### src/mcuix_pkg.sv
// Purpose: shared constants for the instruction execute subset
// Assumes: 8-bit data path, 14-bit program words, 11-bit program addresses
// Notes: opcode selector codes are local to this block
package mcuix_pkg;
   localparam int DATA_W = 8;
   localparam int PROG_W = 14;
   localparam int PADDR_W = 11;
   localparam int BIT_SEL_W = 3;
   localparam int NIB_W = 4;
   localparam logic [7:0] BYTE_ZERO = 8'h00;
   localparam logic [7:0] BYTE_ONE = 8'h01;
   localparam logic [7:0] ACC_RESET = 8'h00;
   localparam logic [3:0] FLAGS_RESET = 4'h0;
   localparam int FLAG_C = 0;
   localparam int FLAG_AC = 1;
   localparam int FLAG_Z = 2;
   localparam int FLAG_OV = 3;
   typedef enum logic [4:0] {
      MCUIX_OP_NONE,
      MCUIX_OP_BIT_SET,
      MCUIX_OP_INC_SKIP_ZERO,
      MCUIX_OP_INC_TO_WORK_SKIP_NULL,
      MCUIX_OP_SKIP_IF_BIT_SET,
      MCUIX_OP_MINUS_TO_WORK,
      MCUIX_OP_MINUS_TO_MEMORY,
      MCUIX_OP_MINUS_IMM,
      MCUIX_OP_NIBBLE_EXCHANGE,
      MCUIX_OP_NIBBLE_EXCHANGE_TO_WORK,
      MCUIX_OP_SKIP_IF_NULL,
      MCUIX_OP_COPY_THEN_SKIP_NULL,
      MCUIX_OP_SKIP_IF_BIT_CLEAR,
      MCUIX_OP_TABLE_READ_CURRENT_PAGE,
      MCUIX_OP_TABLE_READ_LAST_PAGE,
      MCUIX_OP_XOR_TO_WORK,
      MCUIX_OP_EXCLUSIVE_OR_TO_MEMORY,
      MCUIX_OP_XOR_IMM
   } mcuix_op_type;
   localparam logic [4:0] MCUIX_OP_XOR_IMM_CODE = 5'h11;
endpackage : mcuix_pkg

### src/mcuix_sub.sv
// Purpose: 8-bit subtractor producing result and four status flags
// Assumes: minuend minus subtrahend, no borrow in
// Notes: carry is set when no borrow occurs
`timescale 1ns/100ps
module mcuix_sub #(
   parameter int W = 8
)
(
   input wire logic [W-1:0] a_in,
   input wire logic [W-1:0] b_in,
   output logic [W-1:0] diff_out,
   output logic carry_out,
   output logic half_carry_out,
   output logic wrap_out,
   output logic zero_out
);
   logic [W:0] full;
   logic [W/2:0] low;
   always_comb
   begin
      full = {1'b0, a_in} + {1'b0, ~b_in} + {{W{1'b0}}, 1'b1};
      low = {1'b0, a_in[W/2-1:0]} + {1'b0, ~b_in[W/2-1:0]} + {{(W/2){1'b0}}, 1'b1};
      diff_out = full[W-1:0];
      carry_out = full[W]; // see RULE_07
      half_carry_out = low[W/2];
      wrap_out = (a_in[W-1] != b_in[W-1]) && (full[W-1] != a_in[W-1]);
      zero_out = (full[W-1:0] == '0);
   end
endmodule // mcuix_sub

### src/mcuix_exec.sv
// Purpose: executes a subset of 8-bit core instructions, one per cycle
// Assumes: data byte and program word are presented in the cycle of the request
// Notes: a taken skip holds busy one extra cycle as the dummy fetch
`timescale 1ns/100ps
// What this block does
// RULE_01 - bit set forces selected memory bit to one, flags untouched
// RULE_02 - inc_skip_zero increments memory byte, skips next when result is zero
// RULE_03 - inc_to_work_skip_null puts byte plus one in work, skips on zero
// RULE_04 - a taken skip adds one dummy cycle, making two cycles
// RULE_05 - skip_if_bit_set skips next when selected bit is one
// RULE_06 - minus_to_work: work minus byte into work, four flags updated
// RULE_07 - subtraction carry is zero when negative, one otherwise
// RULE_08 - minus_to_memory writes work minus byte to memory, four flags
// RULE_09 - immediate subtract: work minus constant into work, four flags
// RULE_10 - nibble_exchange swaps byte nibbles in memory, no flags
// RULE_11 - nibble_exchange_to_work puts swapped byte in work, memory unchanged
// RULE_12 - skip_if_null skips next when byte is zero, nothing modified
// RULE_13 - copy_then_skip_null copies byte to work, skips when zero
// RULE_14 - skip_if_bit_clear skips next when selected bit is zero
// RULE_15 - table_read_current_page: low byte to memory, high part to latch
// RULE_16 - table_read_last_page does the same from the last page
// RULE_17 - register exclusive-OR into work, only zero flag changes
// RULE_18 - exclusive_or_to_memory writes xor to memory, only zero flag
// RULE_19 - immediate exclusive-OR into work, only zero flag changes
// RULE_20 - non-skipping ops take one cycle; latch takes upper word bits
module mcuix_exec #(
   parameter int PADDR_W = mcuix_pkg::PADDR_W,
   parameter int PROG_W = mcuix_pkg::PROG_W
)
(
   input wire logic clk_in,
   input wire logic rst_in,
   input wire logic exec_valid_in,
   input wire logic [4:0] exec_op_in,
   input wire logic [2:0] exec_bit_in,
   input wire logic [7:0] exec_imm_in,
   input wire logic [7:0] mem_rdata_in,
   input wire logic [PADDR_W-1:0] current_pc_in,
   input wire logic [7:0] table_pointer_in,
   input wire logic [PROG_W-1:0] prog_rdata_in,
   output logic [PADDR_W-1:0] prog_addr_out,
   output logic mem_we_out,
   output logic [7:0] mem_wdata_out,
   output logic [7:0] work_out,
   output logic signed_wrap_flag_out,
   output logic zero_flag_out,
   output logic half_carry_flag_out,
   output logic carry_flag_out,
   output logic [PROG_W-9:0] table_high_latch_out,
   output logic skip_out,
   output logic busy_out,
   output logic done_out
);
   typedef enum logic {
      MCUIX_RUN,
      MCUIX_DUMMY
   } mcuix_state_type;

   mcuix_state_type state_q, state_d;
   logic [7:0] work_q, work_d;
   logic [7:0] mem_wdata_q, mem_wdata_d;
   logic mem_we_q, mem_we_d;
   logic [3:0] flags_q, flags_d;
   logic [PROG_W-9:0] tbl_hi_q, tbl_hi_d;
   logic [PADDR_W-1:0] prog_addr_q, prog_addr_d;
   logic skip_q, skip_d;
   logic busy_q, busy_d;
   logic done_q, done_d;

   logic [7:0] sub_b;
   logic [7:0] sub_diff;
   logic sub_c, sub_ac, sub_ov, sub_z;
   logic [7:0] inc_val;
   logic [7:0] swap_val;
   logic [7:0] xor_val;
   logic [7:0] bit_mask;
   logic sel_bit;
   logic do_skip;
   mcuix_pkg::mcuix_op_type op;

   mcuix_sub #(
      .W(mcuix_pkg::DATA_W)
   ) u_sub (
      .a_in(work_q),
      .b_in(sub_b),
      .diff_out(sub_diff),
      .carry_out(sub_c),
      .half_carry_out(sub_ac),
      .wrap_out(sub_ov),
      .zero_out(sub_z)
   );

   always_comb
   begin
      op = mcuix_pkg::mcuix_op_type'(exec_op_in);
      if (exec_op_in == mcuix_pkg::MCUIX_OP_XOR_IMM_CODE)
      begin
         op = mcuix_pkg::MCUIX_OP_NONE;
      end
      sub_b = (op == mcuix_pkg::MCUIX_OP_MINUS_IMM) ? exec_imm_in : mem_rdata_in;
      inc_val = mem_rdata_in + mcuix_pkg::BYTE_ONE;
      swap_val = {mem_rdata_in[mcuix_pkg::NIB_W-1:0], mem_rdata_in[mcuix_pkg::DATA_W-1:mcuix_pkg::NIB_W]};
      xor_val = work_q ^ ((exec_op_in == mcuix_pkg::MCUIX_OP_XOR_IMM_CODE) ? exec_imm_in : mem_rdata_in);
      bit_mask = mcuix_pkg::BYTE_ONE << exec_bit_in;
      sel_bit = mem_rdata_in[exec_bit_in];
   end

   always_comb
   begin
      state_d = state_q;
      work_d = work_q;
      mem_wdata_d = mem_wdata_q;
      mem_we_d = 1'b0;
      flags_d = flags_q;
      tbl_hi_d = tbl_hi_q;
      skip_d = 1'b0;
      busy_d = 1'b0;
      done_d = 1'b0;
      do_skip = 1'b0;
      case (state_q)
         MCUIX_RUN:
         begin
            if (exec_valid_in)
            begin
               done_d = 1'b1; // see RULE_20
               if (exec_op_in == mcuix_pkg::MCUIX_OP_XOR_IMM_CODE)
               begin
                  work_d = xor_val; // see RULE_19
                  flags_d[mcuix_pkg::FLAG_Z] = (xor_val == mcuix_pkg::BYTE_ZERO);
               end
               else
               begin
                  case (op)
                     mcuix_pkg::MCUIX_OP_BIT_SET:
                     begin
                        mem_wdata_d = mem_rdata_in | bit_mask; // see RULE_01
                        mem_we_d = 1'b1;
                     end
                     mcuix_pkg::MCUIX_OP_INC_SKIP_ZERO:
                     begin
                        mem_wdata_d = inc_val; // see RULE_02
                        mem_we_d = 1'b1;
                        do_skip = (inc_val == mcuix_pkg::BYTE_ZERO);
                     end
                     mcuix_pkg::MCUIX_OP_INC_TO_WORK_SKIP_NULL:
                     begin
                        work_d = inc_val; // see RULE_03
                        do_skip = (inc_val == mcuix_pkg::BYTE_ZERO);
                     end
                     mcuix_pkg::MCUIX_OP_SKIP_IF_BIT_SET:
                     begin
                        do_skip = sel_bit; // see RULE_05
                     end
                     mcuix_pkg::MCUIX_OP_MINUS_TO_WORK, mcuix_pkg::MCUIX_OP_MINUS_IMM:
                     begin
                        work_d = sub_diff; // see RULE_06 see RULE_09
                        flags_d[mcuix_pkg::FLAG_OV] = sub_ov;
                        flags_d[mcuix_pkg::FLAG_Z] = sub_z;
                        flags_d[mcuix_pkg::FLAG_AC] = sub_ac;
                        flags_d[mcuix_pkg::FLAG_C] = sub_c; // see RULE_07
                     end
                     mcuix_pkg::MCUIX_OP_MINUS_TO_MEMORY:
                     begin
                        mem_wdata_d = sub_diff; // see RULE_08
                        mem_we_d = 1'b1;
                        flags_d[mcuix_pkg::FLAG_OV] = sub_ov;
                        flags_d[mcuix_pkg::FLAG_Z] = sub_z;
                        flags_d[mcuix_pkg::FLAG_AC] = sub_ac;
                        flags_d[mcuix_pkg::FLAG_C] = sub_c;
                     end
                     mcuix_pkg::MCUIX_OP_NIBBLE_EXCHANGE:
                     begin
                        mem_wdata_d = swap_val; // see RULE_10
                        mem_we_d = 1'b1;
                     end
                     mcuix_pkg::MCUIX_OP_NIBBLE_EXCHANGE_TO_WORK:
                     begin
                        work_d = swap_val; // see RULE_11
                     end
                     mcuix_pkg::MCUIX_OP_SKIP_IF_NULL:
                     begin
                        do_skip = (mem_rdata_in == mcuix_pkg::BYTE_ZERO); // see RULE_12
                     end
                     mcuix_pkg::MCUIX_OP_COPY_THEN_SKIP_NULL:
                     begin
                        work_d = mem_rdata_in; // see RULE_13
                        do_skip = (mem_rdata_in == mcuix_pkg::BYTE_ZERO);
                     end
                     mcuix_pkg::MCUIX_OP_SKIP_IF_BIT_CLEAR:
                     begin
                        do_skip = !sel_bit; // see RULE_14
                     end
                     mcuix_pkg::MCUIX_OP_TABLE_READ_CURRENT_PAGE, mcuix_pkg::MCUIX_OP_TABLE_READ_LAST_PAGE:
                     begin
                        mem_wdata_d = prog_rdata_in[mcuix_pkg::DATA_W-1:0]; // see RULE_15 see RULE_16
                        mem_we_d = 1'b1;
                        tbl_hi_d = prog_rdata_in[PROG_W-1:mcuix_pkg::DATA_W]; // see RULE_20
                     end
                     mcuix_pkg::MCUIX_OP_XOR_TO_WORK:
                     begin
                        work_d = xor_val; // see RULE_17
                        flags_d[mcuix_pkg::FLAG_Z] = (xor_val == mcuix_pkg::BYTE_ZERO);
                     end
                     mcuix_pkg::MCUIX_OP_EXCLUSIVE_OR_TO_MEMORY:
                     begin
                        mem_wdata_d = xor_val; // see RULE_18
                        mem_we_d = 1'b1;
                        flags_d[mcuix_pkg::FLAG_Z] = (xor_val == mcuix_pkg::BYTE_ZERO);
                     end
                     default:
                     begin
                        done_d = 1'b1;
                     end
                  endcase
               end
               if (do_skip)
               begin
                  skip_d = 1'b1; // see RULE_04
                  busy_d = 1'b1;
                  state_d = MCUIX_DUMMY;
               end
            end
         end
         MCUIX_DUMMY:
         begin
            state_d = MCUIX_RUN; // see RULE_04
         end
         default:
         begin
            state_d = MCUIX_RUN;
         end
      endcase
   end

   // table read program address: current page keeps pc upper bits, last page forces them high
   always_comb
   begin
      prog_addr_d = {current_pc_in[PADDR_W-1:mcuix_pkg::DATA_W], table_pointer_in}; // see RULE_15
      if (op == mcuix_pkg::MCUIX_OP_TABLE_READ_LAST_PAGE)
      begin
         prog_addr_d = {{(PADDR_W-mcuix_pkg::DATA_W){1'b1}}, table_pointer_in}; // see RULE_16
      end
   end

   // sequencing state
   always_ff @(posedge clk_in or posedge rst_in)
   begin
      if (rst_in)
      begin
         state_q <= MCUIX_RUN;
      end
      else
      begin
         state_q <= state_d;
      end
   end

   // completion, skip and dummy-cycle pulses
   always_ff @(posedge clk_in or posedge rst_in)
   begin
      if (rst_in)
      begin
         skip_q <= 1'b0;
         busy_q <= 1'b0;
         done_q <= 1'b0;
      end
      else
      begin
         skip_q <= skip_d;
         busy_q <= busy_d;
         done_q <= done_d;
      end
   end

   // working register and status flags
   always_ff @(posedge clk_in or posedge rst_in)
   begin
      if (rst_in)
      begin
         work_q <= mcuix_pkg::ACC_RESET;
         flags_q <= mcuix_pkg::FLAGS_RESET;
      end
      else
      begin
         work_q <= work_d;
         flags_q <= flags_d;
      end
   end

   // data memory write port
   always_ff @(posedge clk_in or posedge rst_in)
   begin
      if (rst_in)
      begin
         mem_wdata_q <= mcuix_pkg::BYTE_ZERO;
         mem_we_q <= 1'b0;
      end
      else
      begin
         mem_wdata_q <= mem_wdata_d;
         mem_we_q <= mem_we_d;
      end
   end

   // table high latch
   always_ff @(posedge clk_in or posedge rst_in)
   begin
      if (rst_in)
      begin
         tbl_hi_q <= '0;
      end
      else
      begin
         tbl_hi_q <= tbl_hi_d;
      end
   end

   // program address for table reads
   always_ff @(posedge clk_in or posedge rst_in)
   begin
      if (rst_in)
      begin
         prog_addr_q <= '0;
      end
      else
      begin
         prog_addr_q <= prog_addr_d;
      end
   end

   always_comb
   begin
      prog_addr_out = prog_addr_q;
      mem_we_out = mem_we_q;
      mem_wdata_out = mem_wdata_q;
      work_out = work_q;
      signed_wrap_flag_out = flags_q[mcuix_pkg::FLAG_OV];
      zero_flag_out = flags_q[mcuix_pkg::FLAG_Z];
      half_carry_flag_out = flags_q[mcuix_pkg::FLAG_AC];
      carry_flag_out = flags_q[mcuix_pkg::FLAG_C];
      table_high_latch_out = tbl_hi_q;
      skip_out = skip_q;
      busy_out = busy_q;
      done_out = done_q;
   end
endmodule // mcuix_exec

### config.mk
export PLATFORM = sky130hd
export DESIGN_NAME = mcuix_exec
export DESIGN_NICKNAME = d
export VERILOG_FILES = /design/src/mcuix_pkg.sv /design/src/mcuix_sub.sv /design/src/mcuix_exec.sv
export SDC_FILE = /design/constraint.sdc
export NUM_CORES = 1
export LEC_CHECK = 0
export BUFFER_PORTS_ARGS = -buffer_cell sky130_fd_sc_hd__buf_4
export CORE_AREA = 3 3 89 91
export DETAILED_ROUTE_END_ITERATION = 8
export DIE_AREA = 0 0 92 94
export HOLD_SLACK_MARGIN = 0.03
export MAX_ROUTING_LAYER = met4
export PLACE_DENSITY = 0.71
export SYNTH_ARGS = -nofsm -noshare
export SYNTH_HDL_FRONTEND = slang
export SYNTH_SLANG_ARGS = --single-unit
### constraint.sdc
create_clock -name clk_in -period 2.65 [get_ports clk_in]
set_input_delay 0.53 -clock clk_in [delete_from_list [all_inputs] [get_ports clk_in]]
set_output_delay 0.53 -clock clk_in [all_outputs]
set_load 0.02 [all_outputs]
==> out/qor.yml <==
p_sw_w: 0.00124
arrival_ns: 2.95
drt_iter0_drc: 465
synthAdderAreaFrac: 0.0480
hpwl_um: 9990
die_x_um: 92
synth_flop_cell: "dfrtp_1"
grt_use_total: 0.312
die_h_um: 94
comb_power_share: 0.560
synth_seq_cells: 40
fin_area_sq_mm: 0.00519
internal_power_w: 0.00185
placed_cell_area_sq_mm: 0.00482
p_seq_frac: 0.268
vias: 3988
synth_top_family_by_area: "compound AO/OA/AOI/OAI gates"
avgSynthCellArea_sq_um: 8.68
fmax_mhz: 363
peakVddDrop_mv: 0.374
outcome: "finished, violations left"
r2r_slack_ns: 0.28
drv_slew: 0
setup_violations: 8
io_pins: 101
setup_slack_ns: -0.106
io_buffers: 92
clockPowerShare: 0.172
switching_share: 0.401
hold_path_class: "in2reg"
yosysSeqAreaShare: 0.283
skew_ns: 0.0100
p_per_area_mw_per_mm2: 594
worstSetupStartpointType: "primary input"
antenna_found_initial: 0
async_flop_share: 1.00
synth_xor_area_frac: 0.0512
synth_edf_count: 0
synth-simple-area-share: 0.226
rr_endpoint: "flags_q[2]"
ys_warn_count: 0
fin_nets: 627
yosys.area.top_type_share: 0.283
core_area_sq_mm: 0.00721
synth_area_leaders: "dfrtp_1 28%, ha_1 4.2%, a21oi_1 3.4%"
synth_top_area_cell: "dfrtp_1"
ys_types: 74
gr-total-overflow: 0
synth_area_sq_mm: 0.00354
cts_sinks: 40
holdBufCountCts: 0
synth_compound_area_frac: 0.255
crit_fanout: 4
drt_wl_total_um: 13200
diodes: 0
grt_pass1_wl_um: 20600
h-tree-depth: 2
place.gp.congestion: 0.987
ant_nets: 0
clock_latency_ns: 0.30
grt_max_degree: 41
num_rows: 31
cts_made_buffers: 5
drc: 0
slew_headroom: 0.570
r2r-start: "work_out[0]"
vias_per_cell: 6.10
fin_setup_tns_ns: -0.511
clock-root-buffer: "clkbuf_8"
min_period_ns: 2.76
drv_cap: 0
hold_viol_final: 0
cp-endpoint: "flags_q[2]"
fin_crit_sh: 1.04
pre_cts_slack_ns: -0.489
wl_per_cell_um: 20.2
endpoint_kind: "register"
cts_buffer_depth: 2
path_clk_slew_ns: 0.09
rsz0062_at_grt: "true"
synthMuxAreaShare: 0.0731
p_leak_nw: 2.34
start_util: 0.491
worst-endpoint-required_ns: 2.84
syn_inst: 408
critical_path_class: "in2reg"
cts_tree: "yes"
grt_pass1_vias: 3888
synth_nets: 481
crit_start: "exec_op_in[3]"
worstMarginPinSlew_ns: 0.642
drt_first_pass_iters: 8
r2r_cells: 10
area_delta_synth_final_pct: 46.6
violations: "setup timing"
drive_gt1_frac: 0.445
die_area_sq_mm: 0.00865
-- worst max-delay path, cell delays in order --
cell      delay [ns]
buf_6           0.09
nand2b_4        0.14
nor2_4          0.15
nand2_4         0.09
mux2_4          0.33
ha_4            0.16
fa_2            0.35
buf_6           0.13
nor2b_4         0.14
o31ai_4         0.10
a21o_1          0.20
or2_4           0.23
a41oi_2         0.21
o21ai_1         0.09
-- cell type report --
cell class              instances  area [sq um]
fillers                       570          2020
flip-flops and latches         40          1000
clock inverters                 3          46.3
well taps                      99           124
repair buffers                167          1280
clock buffers                   5          68.8
inverters                      19          71.3
multi-input cells             321          2600
-- layer usage --
metal  GRT usage  up-vias  wire length, um
li1            -     1831                -
met1       0.396     1846             5180
met2       0.506      267             6230
met3      0.0489       44             1240
met4       0.118        0              548
met5           -        -                0
-- cell families after synthesis --
kind of cell | after synthesis
AO/OA/AOI/OAI | 126
XOR/XNOR | 19
adder cells (fa/ha/maj) | 13
buffers and inverters | 47
flip-flops | 40
multiplexers | 22
AND/OR/NAND/NOR | 141
-- placed cells by master, fill, tap and decap left out, drive strengths merged, types with 13 or more instances in the layout --
cell type / n
nor3: 16
buf: 167
o21ai: 21
nor2: 28
dfrtp: 40
a21oi: 24
a221oi: 13
nand2: 25
inv: 19
-- Yosys cell counts (5+ instances only) --
cell / instances
nor2_1: 26
nor3_1: 15
nand3b_1: 5
a22oi_1: 10
xor2_1: 7
buf_2: 9
a21oi_1: 24
dfrtp_1: 40
inv_1: 18
mux2i_1: 11
nand3_1: 9
and3_1: 7
mux2_2: 8
clkbuf_1: 12
o21ai_0: 20
ha_1: 12
a221oi_1: 13
o211ai_1: 6
or2_2: 7
xnor2_1: 10
nand2b_1: 8
nand4_1: 5
a31oi_1: 5
nand2_1: 25
nor2b_1: 11
o31ai_1: 5
-- worst min path at each step --
stage / slack (ns) / startpoint / end / cells past startpoint
finish: 0.33 / table_pointer_in[6] / prog_addr_out[6] / 1
global route: 0.32 / table_pointer_in[6] / prog_addr_out[6] / 1
CTS: 0.33 / table_pointer_in[6] / prog_addr_out[6] / 1
detailed placement: 0.47 / flags_q[3] / flags_q[3] / 2
global placement: 0.46 / flags_q[3] / flags_q[3] / 2
floorplan: 0.56 / table_pointer_in[0] / prog_addr_out[0] / 0
-- metrics by stage --
step           total power, W   util  hold slack [ns]  instances
6_report              0.00309  0.720            0.331        654
5_1_grt               0.00324  0.720            0.323        654
4_1_cts               0.00298  0.702            0.329        648
3_5_place_dp          0.00233  0.668            0.468        634
3_3_place_gp          0.00231  0.668            0.462        634
2_1_floorplan         0.00169      -            0.561        408
-- power by group through the flow --
stage | clock (W) | sequential [W] | combinational [W]
finish | 0.000529 | 0.000828 | 0.00173
global route | 0.000554 | 0.000848 | 0.00184
CTS | 0.000531 | 0.000829 | 0.00162
detailed placement | 0 | 0.000841 | 0.00149
global placement | 0 | 0.000834 | 0.00148
floorplan | 0 | 0.000976 | 0.000710
-- flip-flops by register name, summed over array words and instances, names as in the netlist --
name                  cells
flags_q                   4
mem_wdata_out             8
done_out                  1
mem_we_out                1
table_high_latch_out      6
work_out                  8
busy_out                  1
prog_addr_out            11
-- what timing repair did --
item                                    4_1_cts  5_1_grt
endpoints found under the setup margin       12       15
setup buffers                                 6        6
gates resized for setup                      16       16
pin swaps                                    22       12
Power figures use the tool's default switching activity.
